[src/pkg/srf_pkg.sv]
// Shared types and constants of the SIMD register file and control/status register
package srf_pkg;
   localparam int NUM_REGS   = 8;
   localparam int REG_W      = 128;
   localparam int IDX_W      = 3;
   localparam int LANE_W     = 32;
   localparam int LANES      = 4;
   localparam int PINT_W     = 64;
   localparam int GPR_W      = 32;
   localparam int BYTES      = 16;
   localparam int CSR_W      = 32;
   // Control/status field positions
   localparam int FLAG_LO    = 0;
   localparam int FLAG_HI    = 5;
   localparam int DAZ_BIT    = 6;
   localparam int MASK_LO    = 7;
   localparam int MASK_HI    = 12;
   localparam int RND_LO     = 13;
   localparam int RND_HI     = 14;
   localparam int FZ_BIT     = 15;
   localparam int RSV_LO     = 16;
   localparam int RSV_HI     = 31;
   localparam logic [31:0] CSR_RESET = 32'h0000_1F80;
   localparam logic [15:0] RSV_ZERO  = 16'h0000;
   // Arithmetic flags register bit positions used for compare outcomes
   localparam int AF_CF_BIT  = 0;
   localparam int AF_PF_BIT  = 2;
   localparam int AF_ZF_BIT  = 6;

   typedef enum logic [1:0] {SRF_W32, SRF_W64, SRF_W128} srf_width_t;
   typedef enum logic [1:0] {SRF_SRC_EXEC, SRF_SRC_MEM, SRF_SRC_GPR, SRF_SRC_PINT} srf_src_t;
   typedef enum logic {SRF_LD_INSTR, SRF_LD_RESTORE} srf_ld_kind_t;

   typedef logic [LANES-1:0][LANE_W-1:0] srf_lanes_t;
   typedef logic [BYTES-1:0][7:0]        srf_bytes_t;

   typedef struct packed {
      logic             valid;
      logic [IDX_W-1:0] idx_a;
      logic [IDX_W-1:0] idx_b;
   } srf_rd_req_t;

   typedef struct packed {
      logic             valid;
      logic [IDX_W-1:0] idx;
      srf_width_t       width;
      srf_src_t         src;
      logic [REG_W-1:0] data;
   } srf_wr_req_t;

   typedef struct packed {
      logic             valid;
      srf_ld_kind_t     kind;
      logic [CSR_W-1:0] value;
   } srf_csr_ld_t;

   typedef struct packed {
      logic       valid;
      logic       zf;
      logic       pf;
      logic       cf;
   } srf_cmp_t;

   typedef struct packed {
      logic [5:0] masks;
      logic [1:0] rounding_select_field;
      logic       flush_result_to_zero_bit;
      logic       denormal_input_as_zero_bit;
   } srf_ctrl_t;
endpackage

[src/hw/srf_csr.sv]
// Control and status register with sticky flags and reserved-bit fault
`timescale 1ns/100ps
`default_nettype none
module srf_csr (
   input  wire logic                     clk,
   input  wire logic                     sys_rst,
   input  wire srf_pkg::srf_csr_ld_t     ld,
   input  wire logic                     st_req,
   input  wire logic [5:0]               exc_set,
   output logic                          fault,
   output logic [srf_pkg::CSR_W-1:0]     st_data,
   output logic [srf_pkg::CSR_W-1:0]     csr_value
);
   import srf_pkg::*;

   typedef struct packed {
      logic [CSR_W-1:0] csr;
      logic             fault;
      logic [CSR_W-1:0] st;
   } srf_csr_state_t;

   srf_csr_state_t s_q;
   srf_csr_state_t s_d;
   logic           rsv_bad;

   ////////////////////////////////////////////////////////////////////////
   // Next state
   always_comb begin
      s_d       = s_q;
      s_d.fault = 1'b0;
      rsv_bad   = (ld.value[RSV_HI:RSV_LO] != RSV_ZERO);
      if (ld.valid) begin
         if (rsv_bad) begin
            s_d.fault = 1'b1;
         end else begin
            s_d.csr = {RSV_ZERO, ld.value[RSV_LO-1:0]};
         end
      end
      // Hardware flag set wins over a clearing load
      s_d.csr[FLAG_HI:FLAG_LO] = s_d.csr[FLAG_HI:FLAG_LO] | exc_set;
      if (st_req) begin
         s_d.st = {RSV_ZERO, s_q.csr[RSV_LO-1:0]};
      end
   end

   // State register
   always_ff @(posedge clk) begin
      if (sys_rst) begin
         s_q <= '{csr: CSR_RESET, fault: 1'b0, st: '0};
      end else begin
         s_q <= s_d;
      end
   end

   assign fault     = s_q.fault;
   assign st_data   = s_q.st;
   assign csr_value = s_q.csr;
endmodule
`default_nettype wire

[src/hw/srf_regfile.sv]
// Eight 128-bit SIMD data registers with transfer, store and flag ports
`timescale 1ns/100ps
`default_nettype none
// Operation
// - Eight 128-bit data registers chosen by a three-bit index.
// - Own storage; no other register set shares or changes it.
// - Scalar single-precision writes touch only the lowest 32-bit element.
// - No data register value ever leaves as a memory address.
// - Writes and transfers at 32, 64 and 128 bit widths.
// - Full store gives sixteen bytes, register byte zero first.
// - A 32-bit control/status register with flags, masks, rounding, flush, denormal.
// - Control/status loads by instruction or restore, stores by instruction or save.
// - Bits 16 to 31 reserved and cleared at reset.
// - Load with nonzero bits 16 to 31 faults and leaves register unchanged.
// - Compare outcomes go to the arithmetic flags register.
// - Usable in every execution mode; no mode gating.
// - Operands cross to and from the general-purpose registers.
// - 64-bit transfers to and from the packed-integer registers.
// - A 128-bit value is four independent single-precision lanes.
// - Exception flags 0 to 5 stay set until a load clears them.
// - Mask bits 7 to 12 set at reset.
// - Bits 13 and 14 select the rounding mode.
// - Flush-to-zero bit 15 cleared at reset.
module srf_regfile #(
   parameter int NREGS = srf_pkg::NUM_REGS
) (
   input  wire logic                          clk,
   input  wire logic                          sys_rst,
   input  wire srf_pkg::srf_rd_req_t          rd_req,
   input  wire srf_pkg::srf_wr_req_t          wr_req,
   input  wire logic [srf_pkg::GPR_W-1:0]     gpr_rd_data,
   input  wire logic [srf_pkg::PINT_W-1:0]    pint_rd_data,
   input  wire srf_pkg::srf_csr_ld_t          csr_ld,
   input  wire logic                          csr_st_req,
   input  wire logic [5:0]                    exc_set,
   input  wire srf_pkg::srf_cmp_t             cmp_in,
   output logic                               rd_valid,
   output srf_pkg::srf_lanes_t                rd_a_lanes,
   output srf_pkg::srf_lanes_t                rd_b_lanes,
   output logic [srf_pkg::GPR_W-1:0]          gpr_wr_data,
   output logic [srf_pkg::PINT_W-1:0]         pint_wr_data,
   output srf_pkg::srf_bytes_t                mem_store_bytes,
   output logic [srf_pkg::CSR_W-1:0]          csr_st_data,
   output logic                               general_protection_fault,
   output srf_pkg::srf_ctrl_t                 ctrl,
   output logic                               arith_flags_wr,
   output logic [31:0]                        arith_flags_val
);
   import srf_pkg::*;

   typedef struct packed {
      logic [NREGS-1:0][REG_W-1:0] regs;
      logic                        rd_valid;
      logic [REG_W-1:0]            rd_a;
      logic [REG_W-1:0]            rd_b;
      logic                        af_wr;
      logic [31:0]                 af_val;
   } srf_rf_state_t;

   srf_rf_state_t        s_q;
   srf_rf_state_t        s_d;
   logic [REG_W-1:0]     wr_src;
   logic [CSR_W-1:0]     csr_value;

   ////////////////////////////////////////////////////////////////////////
   // Width merge: only the addressed low part of the old value changes
   function automatic logic [REG_W-1:0] merge_width(input logic [REG_W-1:0] old_v,
                                                    input logic [REG_W-1:0] new_v,
                                                    input srf_width_t w);
      logic [REG_W-1:0] r;
      r = old_v;
      case (w)
         SRF_W32:  r[LANE_W-1:0] = new_v[LANE_W-1:0];
         SRF_W64:  r[PINT_W-1:0] = new_v[PINT_W-1:0];
         SRF_W128: r             = new_v;
         default:  r             = old_v;
      endcase
      return r;
   endfunction

   ////////////////////////////////////////////////////////////////////////
   // Source select and next state
   always_comb begin
      case (wr_req.src)
         SRF_SRC_GPR:  wr_src = {{(REG_W-GPR_W){1'b0}}, gpr_rd_data};
         SRF_SRC_PINT: wr_src = {{(REG_W-PINT_W){1'b0}}, pint_rd_data};
         default:      wr_src = wr_req.data;
      endcase
   end

   // Register file update; no mode input gates access
   always_comb begin
      s_d          = s_q;
      s_d.rd_valid = rd_req.valid;
      s_d.af_wr    = cmp_in.valid;
      // Reads see the value before any same-cycle write
      if (rd_req.valid) begin
         s_d.rd_a = s_q.regs[rd_req.idx_a];
         s_d.rd_b = s_q.regs[rd_req.idx_b];
      end
      // Only the addressed register changes, and only the part its width selects
      if (wr_req.valid) begin
         s_d.regs[wr_req.idx] = merge_width(s_q.regs[wr_req.idx], wr_src,
                                            wr_req.width);
      end
      // Compare outcome; flag bits other than CF, PF and ZF read zero
      if (cmp_in.valid) begin
         s_d.af_val             = '0;
         s_d.af_val[AF_ZF_BIT]  = cmp_in.zf;
         s_d.af_val[AF_PF_BIT]  = cmp_in.pf;
         s_d.af_val[AF_CF_BIT]  = cmp_in.cf;
      end
   end

   // State register
   always_ff @(posedge clk) begin
      if (sys_rst) begin
         s_q <= '0;
      end else begin
         s_q <= s_d;
      end
   end

   ////////////////////////////////////////////////////////////////////////
   // Outputs: lanes, cross-file transfers, little-endian store image
   assign rd_valid        = s_q.rd_valid;
   assign rd_a_lanes      = srf_lanes_t'(s_q.rd_a);
   assign rd_b_lanes      = srf_lanes_t'(s_q.rd_b);
   assign gpr_wr_data     = s_q.rd_a[GPR_W-1:0];
   assign pint_wr_data    = s_q.rd_a[PINT_W-1:0];
   assign mem_store_bytes = srf_bytes_t'(s_q.rd_a);
   assign arith_flags_wr  = s_q.af_wr;
   assign arith_flags_val = s_q.af_val;

   ////////////////////////////////////////////////////////////////////////
   // Control and status register
   srf_csr u_csr (
      .clk       (clk),
      .sys_rst   (sys_rst),
      .ld        (csr_ld),
      .st_req    (csr_st_req),
      .exc_set   (exc_set),
      .fault     (general_protection_fault),
      .st_data   (csr_st_data),
      .csr_value (csr_value)
   );

   // Control fields driven from the live register
   assign ctrl.masks                      = csr_value[MASK_HI:MASK_LO];
   assign ctrl.rounding_select_field      = csr_value[RND_HI:RND_LO];
   assign ctrl.flush_result_to_zero_bit   = csr_value[FZ_BIT];
   assign ctrl.denormal_input_as_zero_bit = csr_value[DAZ_BIT];
endmodule
`default_nettype wire

[config.mk]
export PLATFORM = sky130hd
export DESIGN_NAME = srf_regfile
export DESIGN_NICKNAME = d
export VERILOG_FILES = /design/src/pkg/srf_pkg.sv /design/src/hw/srf_csr.sv /design/src/hw/srf_regfile.sv
export SDC_FILE = /design/constraint.sdc
export NUM_CORES = 2
export LEC_CHECK = 0
export BUFFER_PORTS_ARGS = -buffer_cell sky130_fd_sc_hd__buf_2
export CAP_MARGIN = 20
export CELL_PAD_IN_SITES_DETAIL_PLACEMENT = 1
export CELL_PAD_IN_SITES_GLOBAL_PLACEMENT = 2
export CORE_MARGIN = 3
export CORE_UTILIZATION = 39
export DETAILED_ROUTE_END_ITERATION = 8
export HOLD_SLACK_MARGIN = 0.02
export PLACE_DENSITY_LB_ADDON = 0.1
export SLEW_MARGIN = 20
export SYNTH_ARGS = -nofsm -noshare
export SYNTH_HDL_FRONTEND = slang
export SYNTH_SLANG_ARGS = --single-unit
[constraint.sdc]
create_clock -name clk -period 2.2 [get_ports clk]
set_input_delay 0.11 -clock clk [delete_from_list [all_inputs] [get_ports clk]]
set_output_delay 0.11 -clock clk [all_outputs]
set_load 0.02 [all_outputs]
After elaboration in Yosys (flattened, before gate mapping)

Cells that the tools add are included.

$lt $le $gt $ge: 4
Equal/unequal tests: 4
Multiplexer cells: 19
Bitwise logic cells: 3
Reductions and logical operators: 7

Operators by type and width:

| cell                                                                                | number |
|---|---|
| 128-bit binary-select mux with 3-bit select                                         | 3 |
| 1024-bit bitwise mux                                                                | 1 |
| 128-bit two-way mux                                                                 | 4 |
| 128-bit demux with 3-bit select                                                     | 1 |
| 128-bit case mux with 2 select lines                                                | 1 |
| 32-bit two-way mux                                                                  | 4 |
| 64-bit two-way mux                                                                  | 2 |
| 16-bit nonzero test                                                                 | 1 |
| 3-bit by 4-bit less-than comparator with 1-bit output, second input constant        | 3 |
| 7-bit two-way mux                                                                   | 1 |
| 2-bit equality test, second input constant                                          | 3 |
| 6-bit two-way mux                                                                   | 1 |
| 6-bit OR                                                                            | 1 |
| 2-bit OR reduction                                                                  | 2 |
| 3-bit by 1-bit greater-or-equal comparator with 1-bit output, second input constant | 1 |
| 3-bit OR reduction                                                                  | 1 |
| 2-bit by 1-bit equality test with 1-bit output, second input constant               | 1 |
| 2-bit logical NOT                                                                   | 1 |
| 1-bit NOT                                                                           | 2 |
| 2-bit AND reduction                                                                 | 1 |
| 1-bit logical AND                                                                   | 1 |
| 1-bit two-way mux                                                                   | 1 |

Register bits after elaboration: 1318
Input bits: 286
Output and inout port bits: 557
Word-level logic and storage cells: 54

Depth between registers and ports, before layout

Depth after elaboration: 5
Gate-level depth with buffers: 8

By module

From an unflattened synthesis, not the netlist that was laid out.

Cells, all modules: 6765
Area, all modules: 74227.4 sq um

Modules (own cells, without submodules):

| module      | instances | cells each | area an instance (sq um) | sequential area each (sq um) |
|---|---|---|---|---|
| srf_regfile | 1         | 6605       | 72704.7                  | 25724.7 |
| srf_csr     | 1         | 160        | 1522.7                   | 660.6 |

Worst setup path after synthesis

Ideal clock, no wire load.

Kind: input -> register
Start: input wr_req[132] in the netlist's numbering
End: register s_q[324] in the netlist's numbering
Setup time: 0.122 ns
Data arrival time: 1.574 ns
Data required time: 2.078 ns
Path slack: 0.504 ns
Stages: 7
Buffers on the path: 3
Cell sequence: buf_6 -> buf_6 -> buf_6 -> mux4_2 -> nand2_1 -> nand2_2 -> a221o_1

Word-level cells in the longest chain between the ends: 5
Elaborated cells on any way between the ends: 10
Classes of those cells: order compare (2); mux (7); reduce/logical (1)

RTL lines:

| element                                                                                                   | line                                   | source |
|---|---|---|
| start, declared                                                                                           | srf_regfile.sv:30                      | `input wire srf_pkg::srf_wr_req_t wr_req,` |
| 3-bit by 4-bit less-than comparator with 1-bit output (implied by the code), or another cell as far along | srf_regfile.sv:103                     | `s_d.regs[wr_req.idx] = merge_width(s_q.regs[wr_req.idx], wr_src,` |
| 1-bit logical AND (implied by the code) / 128-bit two-way mux (equally long branches)                     | srf_regfile.sv:103                     |  |
| 128-bit two-way mux (implied by the code) / 32-bit two-way mux (equally long branches)                    | srf_regfile.sv:103, srf_regfile.sv:72  |  |
| 128-bit demux with 3-bit select / 32-bit two-way mux (equally long branches)                              | srf_regfile.sv:103, srf_regfile.sv:102 |  |
| 1024-bit bitwise mux (*)                                                                                  | srf_regfile.sv:103                     |  |
| end signal, assigned                                                                                      | srf_regfile.sv:118                     | `s_q <= '0;` |
| end signal, assigned                                                                                      | srf_regfile.sv:120                     | `s_q <= s_d;` |
| end, declared                                                                                             | srf_regfile.sv:60                      | `srf_rf_state_t s_q;` |

Every way passes the cells marked *; elsewhere a longest branch is shown, timed or not. The select of a mux whose other input is x is not followed.
A chain may end at the register's enable or synchronous reset.

==> qor.yml <==
final_util_pct: 46.0
syn_inst: 6858
crit_path_max_fanout: 189
vias: 61600
period_needed_ns: 2.17
synth_cell_types: 45
final_cell_mix: "dfxtp_1, buf_2, mux4_2"
ant_nets: 0
path_cells: "dlygate4sd3_1 > buf_8 > buf_12 > nor3b_1 > a221o_1 > dlygate4sd3_1"
num_rows: 160
yosysSeqAreaShare_pct: 35.3
layoutNonFillerInstCount: 9799
cts_made_buffers: 159
syn_area_um2: 74700
r2r_slack_ns: 0.16
area_growth_syn_to_layout_pct: 17.2
synth-edff-count: 0
fin_nets: 7451
clockBufferDepth: 3
io_pins: 843
setup_viol: 0
r2r_end: "s_q[980]$_SDFFE_PP0P_"
tightest_slew_ns: 1.16
initial_utilization_pct: 39.3
die_h_um: 444
path_clk_slew_ns: 0.06
grtUsageMet2_pct: 48.7
post_route_cells_drive_above_1_share_pct: 32.1
holdPathEnd: "s_q[597]$_SDFFE_PP0P_"
drv_cap: 0
power.leakage_nw: 31.4
fp.coreArea_um2: 190000
place_inst: 9341
power_density_nw_per_um2: 694
root_buffer: "clkbuf_16"
cts.repair.resized: 0
via_per_inst: 6.28
setup_tns_ns: 0
holdCritStartpoint: "pint_rd_data[51]"
ys_warn_count: 0
gp_congestion: 0.845
worstPathRequired_ns: 2.90
crit_path_start_kind: "primary input"
hold_slack_ns: 0.0520
synth_seq_cells: 1318
wl_per_cell_um: 29.9
drt-total-wl_um: 293000
overflow: 0
vdd_drop_max_v: 0.000640
cts_max_level: 4
ys.flop_type: "dfxtp_1"
die-area_um2: 197000
dr.pass1.iters: 5
worst_path_most_repeated_cell: "dlygate4sd3_1"
synthArstFlopShare_pct: 0
endpoint_kind: "flop"
arrival_ns: 2.86
insertion_delay_ns: 0.80
grt.total_usage_pct: 28.9
drc_errors: 0
antenna_found_initial: 6
use_met1_pct: 38.3
grt_max_degree: 190
io_buffers: 796
r2r_start: "s_q[596]$_SDFFE_PP0P_"
path_buf_inv: 4
outcome: "complete, no violations"
initialDrtViolationCount: 4779
cp_top_family: "buffers and inverters"
fin_crit_sh_pct: 98.5
finalMaxSlewViolations: 0
worst_slack_ns: 0.0338
path_class: "primary input to flop"
detailed_place_hpwl_um: 185000
synth_area_per_cell_um2: 10.9
slowest_stage: "dlygate4sd3_1"
final.setup_skew_ns: 0.0203
grt_pass1_wl_um: 434000
rsz0062_at_grt: "no"
final_common_cell: "dfxtp_1"
whs_path_depth: 4
slew_headroom_pct: 22.6
hold_viol: 0
fmax_mhz: 462
chipWidth_um: 444
hp-class: "primary input to flop"
top_usage_layer: "met2"
r2r_cells: 5
cts.sinks: 1318
cts_tree: "yes"
met3_usage_pct: 3.62
place_ws_ns: 0.0280
grt_pass1_vias: 63700
slowest_delay_ns: 0.60
==> where the power goes <==
part	switching (W)	total, W	internal (W)
sequential	0.000535	0.0250	0.0245
clock	0.0112	0.0272	0.0160
combinational	0.00527	0.00851	0.00324
==> sequential cells by signal (all words and copies together) (netlist names) <==
name,cells
arith_flags_wr,1
rd_valid,1
u_csr.csr_value,16
rd_b_lanes,128
u_csr.st_data,16
u_csr.fault,1
s_q,1024
arith_flags_val,3
mem_store_bytes,128
==> routing by layer <==
metal	wire (µm)	up-vias
met5	0	-
met4	10300	0
met3	16100	513
met2	143000	2226
met1	124000	32100
li1	-	26700
==> repair_timing <==
item,4_1_cts,5_1_grt
setup endpoints to repair,0,0
buffers inserted,0,0
hold endpoints to repair,912,0
hold buffers,172,0
==> cell type report <==
| class | instances | area (µm²) |
|---|---|---|
| flip-flops and latches | 1318 | 26400 |
| fillers | 20200 | 103000 |
| multi-input cells | 4291 | 41400 |
| clock buffers | 227 | 4660 |
| clock inverters | 56 | 663 |
| diodes | 3 | 7.51 |
| repair buffers | 1359 | 11100 |
| inverters | 34 | 129 |
| well taps | 2511 | 3140 |
==> cells by family (layout without fill, tap and decap cells) <==
logic type / Yosys count / after routing / synth area share [%]
flip-flops: 1318 / 1318 / 35.3
AO/OA/AOI/OAI: 1396 / 1396 / 13.8
adder cells (fa/ha/maj): 2 / 2 / 0.0335
multiplexers: 1356 / 1356 / 31.1
AND/OR/NAND/NOR: 1492 / 1492 / 10.1
other: 1 / 48 / 0.00502
buffers and inverters: 1293 / 1676 / 9.75
==> how the worst max path moves through the flow <==
| stage | from | endpoint | slack (ns) | cells after the start |
|---|---|---|---|---|
| global placement | wr_req[132] | s_q[548]$_SDFFE_PP0P_ | 0.07 | 6 |
| finish | sys_rst | s_q[980]$_SDFFE_PP0P_ | 0.03 | 6 |
| detailed placement | wr_req[132] | s_q[375]$_SDFFE_PP0P_ | 0.03 | 7 |
| floorplan | wr_req[132] | s_q[324]$_SDFFE_PP0P_ | 0.50 | 7 |
| CTS | s_q[724]$_SDFFE_PP0P_ | s_q[980]$_SDFFE_PP0P_ | 0.18 | 5 |
| global route | u_csr.csr_value[1]$_SDFF_PP0_ | u_csr.csr_value[1]$_SDFF_PP0_ | 0.07 | 4 |
==> stage by stage <==
| stage | power, W | instance area, µm² |
|---|---|---|
| after detailed placement | 0.0338 | 80500 |
| after CTS | 0.0613 | 87500 |
| after global placement | 0.0337 | 80500 |
| final | 0.0607 | 87500 |
| after floorplan | 0.0309 | 74900 |
| after global routing | 0.0628 | 87500 |
==> worst min-delay path, stage by stage <==
cell	delay (ns)
buf_2	0.07
nand2_1	0.04
o21ai_1	0.39
a221o_1	0.22
==> cells in the mapped netlist (3+ instances only) <==
library cell / number / area [µm²]
dfxtp_1: 1318 / 26400
mux4_2: 767 / 17300
o22ai_1: 760 / 4750
nor2_1: 576 / 2160
buf_4: 561 / 4210
mux2i_1: 555 / 5560
clkbuf_1: 437 / 1640
a211oi_1: 289 / 2170
nor3_1: 268 / 1340
nor3b_1: 258 / 1940
a221o_1: 257 / 2570
buf_2: 198 / 991
nand2_1: 167 / 627
nor2b_1: 124 / 776
buf_1: 53 / 199
inv_1: 34 / 128
mux2_2: 33 / 372
nand2_2: 32 / 200
o21ai_1: 32 / 160
a21oi_4: 22 / 358
o21ai_0: 12 / 60.1
a21oi_2: 10 / 87.6
buf_6: 10 / 113
nand2b_1: 10 / 62.6
nor4_1: 10 / 62.6
and2b_1: 8 / 60.1
nand3b_1: 8 / 60.1
a211o_1: 6 / 52.6
a21boi_0: 6 / 45.0
nor4bb_1: 6 / 60.1
and2_1: 4 / 25.0
nand3_1: 4 / 20.0
nand4b_1: 4 / 35.0
and2_0: 3 / 18.8
and3_1: 3 / 18.8
Power figures use the tool's default switching activity.
